$ cat src/srseo_defines.svh
// constants of the system reset and enable output sequencer
`ifndef SRSEO_DEFINES_SVH
`define SRSEO_DEFINES_SVH
// ----------------------------------------------------------------
// timing
// ----------------------------------------------------------------
`define SRSEO_CLK_MHZ      125
`define SRSEO_TW0_US       20000
`define SRSEO_TW1_US       10000
`define SRSEO_TW2_US       3600
`define SRSEO_TW3_US       1000
`define SRSEO_TO_MS        256
// ----------------------------------------------------------------
// register map and fields
// ----------------------------------------------------------------
`define SRSEO_FSC_ADDR     8'h02
`define SRSEO_STARTUP_ADDR 8'h73
`define SRSEO_RLC_LSB      4
`define SRSEO_AUX_REG_STARTUP_SEL_BIT    3
`define SRSEO_FALLBACK_LSB 0
`define SRSEO_FSC_RST      8'h00
`define SRSEO_RCC_MAX      2'h3
`define SRSEO_PULSE_W      22
`define SRSEO_TO_W         26
`endif

$ cat src/srseo_pkg.sv
// types shared by the reset and enable output sequencer
package srseo_pkg;
	// fail-safe control register layout
	typedef struct packed {
		logic [1:0] ext_control_battery_shutdown;
		logic       ext_control_drive_sel;
		logic [1:0] ext_control_config;
		logic       limp_home_ctrl;
		logic [1:0] reset_event_counter;
	} srseo_fsc_t;

	// reset sources and qualifiers from the rest of the chip
	typedef struct packed {
		logic main_uv;
		logic wd_win_overflow;
		logic wd_win_early;
		logic wd_to_overflow;
		logic watchdog_overflow_irq;
		logic wd_ctrl_write;
		logic leave_off;
		logic leave_overload;
		logic sleep_wake;
		logic sleep_cmd;
		logic no_regular_irq_sel;
	} srseo_src_t;

	typedef enum logic [2:0] {
		st_reset,
		st_pulse,
		st_standby,
		st_normal,
		st_fail_safe
	} srseo_state_t;
endpackage

$ cat src/srseo_top.sv
// reset sequencer with reset line and enable output drivers
`include "srseo_defines.svh"
`timescale 1ns/1ps
`default_nettype none

module srseo_top #(
	parameter int unsigned TW0_CYC = `SRSEO_TW0_US * `SRSEO_CLK_MHZ,
	parameter int unsigned TW1_CYC = `SRSEO_TW1_US * `SRSEO_CLK_MHZ,
	parameter int unsigned TW2_CYC = `SRSEO_TW2_US * `SRSEO_CLK_MHZ,
	parameter int unsigned TW3_CYC = `SRSEO_TW3_US * `SRSEO_CLK_MHZ,
	parameter int unsigned TO_CYC  = `SRSEO_TO_MS * 1000 * `SRSEO_CLK_MHZ
) (
	input  wire logic                      mclk,
	input  wire logic                      rst,
	input  wire srseo_pkg::srseo_src_t     src,
	input  wire logic                      host_irq_n,
	input  wire logic                      battery_uv,
	input  wire logic                      battery_ov,
	input  wire logic                      go_normal,
	input  wire logic                      timer2_out,
	input  wire logic [7:0]                startup_configuration,
	input  wire logic                      fsc_wr,
	input  wire srseo_pkg::srseo_fsc_t     fsc_wdata,
	input  wire logic                      reset_line_n_i,
	output var  logic                      reset_line_n_o,
	output var  logic                      reset_line_n_oe,
	output var  logic                      ext_control_o,
	output var  logic                      ext_control_oe,
	output var  srseo_pkg::srseo_fsc_t     fail_safe_control,
	output var  srseo_pkg::srseo_state_t   sbc_state,
	output var  logic                      fail_safe_state,
	output var  logic [1:0]                aux_reg_control,
	output var  logic [2:0]                pin_fallback_sel
);
	import srseo_pkg::*;

	localparam int PW = `SRSEO_PULSE_W;
	localparam int TW = `SRSEO_TO_W;

	srseo_state_t         next_state;
	srseo_fsc_t           next_fsc;
	logic [PW-1:0]        pulse_cnt;
	logic [PW-1:0]        next_pulse_cnt;
	logic [PW-1:0]        width_cyc;
	logic [TW-1:0]        to_cnt;
	logic [TW-1:0]        next_to_cnt;
	logic                 cold;
	logic                 next_cold;
	logic                 drv_q;
	logic                 ext_low;
	logic                 cold_src;
	logic                 warm_src;
	logic                 loaded;
	logic [1:0]           rcc_inc;
	logic [1:0]           reset_pulse_length_sel;
	logic                 en_level;
	logic                 next_en_o;
	logic                 next_en_oe;

	// ----------------------------------------------------------------
	// reset sources
	// ----------------------------------------------------------------
	// own drive and the cycle after it are masked: the pull-up
	// needs a cycle to lift the line after release
	assign ext_low = !reset_line_n_i && !reset_line_n_oe && !drv_q;
	assign cold_src = src.main_uv || src.leave_off
		|| src.leave_overload || src.sleep_wake;
	assign warm_src = ext_low
		|| src.wd_win_overflow || src.wd_win_early
		|| (src.wd_to_overflow && src.watchdog_overflow_irq)
		|| (src.wd_ctrl_write && sbc_state == st_normal)
		|| src.leave_off || src.leave_overload || src.sleep_wake
		|| (src.sleep_cmd && (!host_irq_n
			|| src.no_regular_irq_sel));
	assign rcc_inc = (fail_safe_control.reset_event_counter
		== `SRSEO_RCC_MAX) ? `SRSEO_RCC_MAX
		: fail_safe_control.reset_event_counter + 2'h1;
	assign reset_pulse_length_sel =
		startup_configuration[`SRSEO_RLC_LSB +: 2];

	// pulse width: warm starts always take the shortest one
	always_comb begin
		case (cold ? reset_pulse_length_sel : 2'b11)
			2'b00:   width_cyc = PW'(TW0_CYC);
			2'b01:   width_cyc = PW'(TW1_CYC);
			2'b10:   width_cyc = PW'(TW2_CYC);
			default: width_cyc = PW'(TW3_CYC);
		endcase
	end

	// ----------------------------------------------------------------
	// sequencer
	// ----------------------------------------------------------------
	// hardware updates of the counter and limp bit override a host
	// write in the same cycle, so no event is lost
	always_comb begin
		next_state = sbc_state;
		next_fsc = fsc_wr ? fsc_wdata : fail_safe_control;
		next_pulse_cnt = pulse_cnt + PW'(1);
		next_to_cnt = to_cnt;
		next_cold = cold;
		case (sbc_state)
			st_reset: begin
				next_pulse_cnt = '0;
				next_to_cnt = to_cnt + TW'(1);
				if (fail_safe_control.reset_event_counter
					== `SRSEO_RCC_MAX) begin
					next_state = st_fail_safe;
					next_fsc.limp_home_ctrl = 1'b1;
				end else begin
					if (!battery_uv) begin
						next_fsc.reset_event_counter = rcc_inc;
					end
					next_state = st_pulse;
				end
			end
			st_pulse: begin
				next_to_cnt = to_cnt + TW'(1);
				if (warm_src) begin
					next_state = st_reset;
					next_cold = cold_src;
				end else if (to_cnt >= TW'(TO_CYC - 1)) begin
					// ahead of undervoltage: a held low supply must not
					// hold off the time-out forever
					next_fsc.reset_event_counter = rcc_inc;
					next_to_cnt = '0;
					next_pulse_cnt = '0;
					if (rcc_inc == `SRSEO_RCC_MAX) begin
						next_state = st_fail_safe;
						next_fsc.limp_home_ctrl = 1'b1;
					end
				end else if (src.main_uv) begin
					next_pulse_cnt = '0;
					next_cold = 1'b1;
				end else if (pulse_cnt >= width_cyc - PW'(1)) begin
					next_state = st_standby;
					next_to_cnt = '0;
				end
			end
			st_standby, st_normal: begin
				next_pulse_cnt = '0;
				if (warm_src || src.main_uv) begin
					next_state = st_reset;
					next_cold = cold_src;
				end else if (sbc_state == st_standby && go_normal) begin
					next_state = st_normal;
				end
			end
			st_fail_safe: begin
				// held until a chip reset: only the limp bit is forced, a host write can still change the counter
				next_pulse_cnt = '0;
				next_fsc.limp_home_ctrl = 1'b1;
			end
			default: begin
				next_state = st_reset;
			end
		endcase
	end

	always_ff @(posedge mclk) begin
		if (rst) begin
			sbc_state <= st_reset;
			fail_safe_control <= `SRSEO_FSC_RST;
			pulse_cnt <= '0;
			to_cnt <= '0;
			cold <= 1'b1;
		end else begin
			sbc_state <= next_state;
			fail_safe_control <= next_fsc;
			pulse_cnt <= next_pulse_cnt;
			to_cnt <= next_to_cnt;
			cold <= next_cold;
		end
	end

	// ----------------------------------------------------------------
	// pin drivers
	// ----------------------------------------------------------------
	// enable level from mode and configuration, battery fault wins in normal only
	always_comb begin
		case (fail_safe_control.ext_control_config)
			2'b00:   en_level = 1'b0;
			2'b01:   en_level = sbc_state inside
				{st_reset, st_pulse, st_standby, st_normal};
			2'b10:   en_level = sbc_state == st_normal;
			default: en_level = timer2_out;
		endcase
		if (sbc_state == st_normal
			&& ((fail_safe_control.ext_control_battery_shutdown[0]
				&& battery_uv)
			|| (fail_safe_control.ext_control_battery_shutdown[1]
				&& battery_ov))) begin
			en_level = 1'b0;
		end
		next_en_o = en_level;
		// open-drain releases instead of driving high
		next_en_oe = !(fail_safe_control.ext_control_drive_sel
			&& en_level);
	end

	// aux and fallback start-up fields are taken once, at the first edge after reset; the pulse length field is read live
	always_ff @(posedge mclk) begin
		if (rst) begin
			reset_line_n_o <= 1'b1;
			reset_line_n_oe <= 1'b0;
			drv_q <= 1'b0;
			ext_control_o <= 1'b0;
			ext_control_oe <= 1'b1;
			fail_safe_state <= 1'b0;
			loaded <= 1'b0;
			aux_reg_control <= 2'b00;
			pin_fallback_sel <= 3'b000;
		end else begin
			reset_line_n_o <= next_state != st_pulse;
			reset_line_n_oe <= next_state == st_pulse;
			drv_q <= reset_line_n_oe;
			ext_control_o <= next_en_o;
			ext_control_oe <= next_en_oe;
			fail_safe_state <= next_state == st_fail_safe;
			loaded <= 1'b1;
			if (!loaded) begin
				aux_reg_control <= {2{
					startup_configuration[`SRSEO_AUX_REG_STARTUP_SEL_BIT]}};
				pin_fallback_sel <= startup_configuration[
					`SRSEO_FALLBACK_LSB +: 3];
			end
		end
	end
endmodule

`default_nettype wire

$ cat config.mk
export PLATFORM = sky130hd
export DESIGN_NAME = srseo_top
export DESIGN_NICKNAME = d
export VERILOG_FILES = /design/src/srseo_pkg.sv /design/src/srseo_top.sv
export VERILOG_INCLUDE_DIRS = /design/src /design/src/src
export SDC_FILE = /design/constraint.sdc
export NUM_CORES = 1
export LEC_CHECK = 0
export BUFFER_PORTS_ARGS = -buffer_cell sky130_fd_sc_hd__buf_4
export CAP_MARGIN = 25
export CORE_UTILIZATION = 26
export DETAILED_ROUTE_END_ITERATION = 7
export PLACE_DENSITY = 0.46
export REMOVE_ABC_BUFFERS = 1
export SLEW_MARGIN = 5
export SYNTH_ARGS = -nofsm -noshare
export SYNTH_HDL_FRONTEND = slang
export SYNTH_SLANG_ARGS = --single-unit
$ cat constraint.sdc
create_clock -name mclk -period 3 [get_ports mclk]
set_input_delay 0 -clock mclk [delete_from_list [all_inputs] [get_ports mclk]]
set_output_delay 0 -clock mclk [all_outputs]
set_load 0.02 [all_outputs]
==> results_tabular.tex <==
\begin{tabular}{lr}
\hline
Metric & Value \\
\hline
\multicolumn{2}{l}{\textbf{Outcome}} \\
\quad Outcome & finished, final reports clean \\
\multicolumn{2}{l}{\textbf{Drt}} \\
\quad Routed length on met2 & 4.37 mm \\
\quad Total wirelength of the detailed-routed design & 9.32 mm \\
\quad Number of detailed-route iterations in the first pass & 4 \\
\quad Number of vias after detailed routing & 3198 \\
\quad Residual DRC count & 0 \\
\quad Top layer reached by signal wires & met4 \\
\quad Met3 routed wirelength & 254 um \\
\quad Per-cell via count in the routed design & 4.76 \\
\quad DRC violation total after the first TritonRoute iteration & 154 \\
\quad Met1 routed wirelength after detailed routing & 4.65 mm \\
\quad Average wire length per cell after detail routing & 13.9 um \\
\quad Final antenna-violating net count & 0 \\
\multicolumn{2}{l}{\textbf{Setup path}} \\
\quad Data arrival time of the worst path & 3.10 ns \\
\quad Largest fanout on the critical path & 25 \\
\quad Endpoint type of the worst setup path & flip-flop \\
\quad Critical Path RT & 3.26 ns \\
\quad Classification of the worst setup path & reg2reg \\
\quad Register-to-register setup slack & 0.17 ns \\
\quad Startpoint type of the worst setup path & flip-flop \\
\multicolumn{2}{l}{\textbf{GRT}} \\
\quad Number of global-route vias before repair & 3293 \\
\quad Wire length of the first global-routing pass & 15.6 mm \\
\quad Largest net degree at the start of global routing & 26 \\
\quad Number of antenna violations at the first check in global routing & 0 \\
\quad Total GRT Usage & 13.5\% \\
\quad Leftover overflow at the end of global routing & 0 \\
\multicolumn{2}{l}{\textbf{Clock tree}} \\
\quad Num CTS Buffers & 9 \\
\quad CTS max path bufs & 2 \\
\quad Clock tree from TritonCTS & done \\
\quad Clock Root Buffer & sky130\_fd\_sc\_hd\_\_clkbuf\_16 \\
\quad CTS H-tree depth & 3 \\
\quad Post-CTS Setup Repair Bufs & 0 \\
\quad Sinks on Clock Net & 71 \\
\quad Clock transition at the registers of the reported paths & 0.06 ns \\
\quad Insertion delay to the later sink of the worst-skew pair & 0.33 ns \\
\multicolumn{2}{l}{\textbf{STA}} \\
\quad Fin crit share & 94.4\% \\
\quad Max-slew violation count & 0 \\
\quad Worst hold slack & 0.0288 ns \\
\quad Slew at the pin with the worst max-slew slack & 0.679 ns \\
\quad Clock period minus worst slack & 2.83 ns \\
\quad Setup violation total in the final timing report & 0 \\
\quad Worst-case headroom to the max-slew limit & 54.3\% \\
\quad Final setup skew & 0.00965 ns \\
\quad Peak clock frequency supported by timing & 0.353 GHz \\
\quad Setup\_tns & 0 ns \\
\quad Number of hold violations in the final report & 0 \\
\multicolumn{2}{l}{\textbf{Finish}} \\
\quad Fill cell total of the finished layout & 1478 \\
\quad Total Nets Final & 549 \\
\quad Ant. Diodes & 0 \\
\quad Final Instance Area & 4750 um\^{}2 \\
\quad Layout overhead on the synthesized area & 28.9\% \\
\quad Fraction of final layout cells with drive strength greater than 1 & 18.7\% \\
\multicolumn{2}{l}{\textbf{Flow run}} \\
\quad MaxCap Viol Count & 0 \\
\multicolumn{2}{l}{\textbf{Placed design}} \\
\quad Number of port buffers & 54 \\
\quad Post-Place Cell Area & 4320 um\^{}2 \\
\quad GPL Wtd Cong & 0.800 \\
\quad DP HPWL & 6.85 mm \\
\multicolumn{2}{l}{\textbf{Die}} \\
\quad Die span in x & 121 um \\
\quad Floorplan Core Area & 13900 um\^{}2 \\
\quad Initial Utilization & 26.6\% \\
\quad Die footprint & 14700 um\^{}2 \\
\quad \# IOs & 57 \\
\quad Height of the chip & 121 um \\
\quad Number of rows in the core area & 43 \\
\multicolumn{2}{l}{\textbf{Logic synthesis}} \\
\quad Fraction of synthesized cell area taken by the top area cell type & 38.5\% \\
\quad Post-synthesis cell type count & 55 \\
\quad Post-synthesis sequential element count & 71 \\
\quad Synth Warn \# & 0 \\
\quad Number of flops mapped to enable cells by yosys & 0 \\
\quad Post-Synthesis Mean Instance Area & 8.78 um\^{}2 \\
\quad Top flip-flop cell by instance count after synthesis & sky130\_fd\_sc\_hd\_\_dfxtp\_1 \\
\quad Area leader, netlist & sky130\_fd\_sc\_hd\_\_dfxtp\_1 \\
\quad Sequential-to-total area share from yosys stat & 38.5\% \\
\quad FFs w/ async S/R, synth & 0\% \\
\quad Gate count after technology mapping & 420 \\
\quad Synth area leaders & sky130\_fd\_sc\_hd\_\_dfxtp\_1 39\%, sky130\_fd\_sc\_hd\_\_ha\_1 8.5\%, sky130\_fd\_sc\_hd\_\_xor2\_1 6.9\% \\
\quad Netlist area before placement & 3690 um\^{}2 \\
\multicolumn{2}{l}{\textbf{Hold path}} \\
\quad Class of the tightest hold or removal check & in2reg \\
\multicolumn{2}{l}{\textbf{Power and ir drop}} \\
\quad Highest ir drop seen on vdd & 266 uV \\
\quad PwrDens & 527 nW/um\^{}2 \\
\quad Leakage power figure & 0.00195 uW \\
\quad Post-route total power & 2500 uW \\
\hline
\end{tabular}
==> area by class of cell <==
type,instances,area (um^2),share of cell area [%]
multi-input cells,321,2170,45.6
flip-flops and latches,71,1420,29.9
repair buffers,72,578,12.2
clock buffers,12,246,5.18
well taps,180,225,4.74
clock inverters,3,67.6,1.42
inverters,13,48.8,1.03
==> cells in the mapped netlist, types with 5 or more instances <==
cell / n
sky130_fd_sc_hd__mux2i_1: 13
sky130_fd_sc_hd__nor3_1: 25
sky130_fd_sc_hd__nand4_1: 12
sky130_fd_sc_hd__dfxtp_1: 71
sky130_fd_sc_hd__a211oi_1: 5
sky130_fd_sc_hd__nand3_1: 17
sky130_fd_sc_hd__a21oi_1: 11
sky130_fd_sc_hd__o21ai_0: 8
sky130_fd_sc_hd__nand2_1: 23
sky130_fd_sc_hd__inv_1: 12
sky130_fd_sc_hd__xnor2_1: 17
sky130_fd_sc_hd__xor2_1: 29
sky130_fd_sc_hd__clkbuf_1: 10
sky130_fd_sc_hd__nor2_1: 63
sky130_fd_sc_hd__ha_1: 25
sky130_fd_sc_hd__and3_1: 14
==> worst max-delay path, cell delays in order, from the launching register on <==
cell,delay (ns)
sky130_fd_sc_hd__dfxtp_2,0.38
sky130_fd_sc_hd__nor2b_2,0.24
sky130_fd_sc_hd__ha_2,0.26
sky130_fd_sc_hd__inv_1,0.08
sky130_fd_sc_hd__ha_1,0.29
sky130_fd_sc_hd__a211oi_1,0.23
sky130_fd_sc_hd__a211oi_1,0.10
sky130_fd_sc_hd__o31ai_1,0.32
sky130_fd_sc_hd__a211oi_2,0.14
sky130_fd_sc_hd__buf_4,0.18
sky130_fd_sc_hd__o31a_1,0.27
sky130_fd_sc_hd__buf_12,0.17
sky130_fd_sc_hd__nor2_1,0.11
==> sequential cells by signal (all words and copies together), names as in the netlist <==
register / cells
ext_control_o: 1
reset_line_n_oe: 1
cold: 1
pin_fallback_sel: 3
to_cnt: 26
fail_safe_control: 8
reset_line_n_o: 1
drv_q: 1
loaded: 1
ext_control_oe: 1
aux_reg_control: 1
fail_safe_state: 1
pulse_cnt: 22
sbc_state: 3
==> layer usage <==
metal  track usage, %  vias up
met4             3.01        0
met5                0        -
met3             3.90        4
li1                 -     1627
met1             17.6     1532
met2             21.8       35
==> stage by stage <==
step	utilization (%)	setup slack (ns)	cells
after global routing	34.3	-0.0146	672
after CTS	34.1	0.00818	672
after floorplan	-	0.206	405
after detailed placement	31.2	0.0197	647
after global placement	31.2	0.134	647
final	34.3	0.169	672
==> logic make-up (layout without fill, tap and decap cells) <==
logic type,Yosys count,count (layout),synth area share [%]
fa+ha+maj,25,25,8.48
compound gates,53,53,10.3
xor+xnor,46,46,10.9
buf+inv,28,100,3.12
mux,13,13,3.53
other cells,1,1,0.102
flops,71,71,38.5
simple gates,183,183,25.0
==> worst paths after layout <==
path | start | cells past startpoint | end
worst max-delay path | cold$_SDFFE_PP1P_ | 12 | to_cnt[23]$_SDFFE_PP0N_
worst min register to register | fail_safe_control[5]$_SDFFE_PP0P_ | 1 | ext_control_oe$_SDFF_PP1_
worst max register to register | cold$_SDFFE_PP1P_ | 12 | to_cnt[23]$_SDFFE_PP0N_
worst min-delay path | rst | 2 | fail_safe_control[4]$_SDFFE_PP0P_
==> report_power, final <==
| part | total, uW | switching [uW] | leakage (uW) | internal (uW) |
|---|---|---|---|---|
| combinational | 319 | 165 | 0.00122 | 154 |
| clock | 1140 | 391 | 0.000149 | 747 |
| sequential | 1050 | 54.8 | 0.000577 | 993 |
==> timing repair <==
action | 4_1_cts | 5_1_grt
gates resized for setup | 0 | 7
setup endpoints to repair | 0 | 28
hold buffers | 10 | 0
hold endpoints to repair | 10 | 0
==> cell usage in the layout, fill, tap and decap left out, types with 3 or more instances in the layout <==
master / Yosys / layout
sky130_fd_sc_hd__nor2_1: 63 / 63
sky130_fd_sc_hd__o21ai_0: 8 / 8
sky130_fd_sc_hd__mux2i_1: 13 / 13
sky130_fd_sc_hd__nand3_1: 17 / 17
sky130_fd_sc_hd__clkbuf_16: 0 / 9
sky130_fd_sc_hd__and3_1: 14 / 14
sky130_fd_sc_hd__nand4_1: 12 / 12
sky130_fd_sc_hd__nand2_1: 23 / 23
sky130_fd_sc_hd__and4_1: 4 / 4
sky130_fd_sc_hd__o31ai_1: 4 / 4
sky130_fd_sc_hd__dfxtp_1: 71 / 70
sky130_fd_sc_hd__dlygate4sd3_1: 0 / 10
sky130_fd_sc_hd__a211oi_1: 5 / 4
sky130_fd_sc_hd__xnor2_1: 17 / 17
sky130_fd_sc_hd__a21oi_1: 11 / 11
sky130_fd_sc_hd__nand2b_1: 4 / 3
sky130_fd_sc_hd__inv_1: 12 / 11
sky130_fd_sc_hd__nor3_1: 25 / 25
sky130_fd_sc_hd__nor4_1: 3 / 3
sky130_fd_sc_hd__buf_4: 2 / 61
sky130_fd_sc_hd__xor2_1: 29 / 29
sky130_fd_sc_hd__ha_1: 25 / 24
Note: power is estimated with default switching activity, not from simulation.
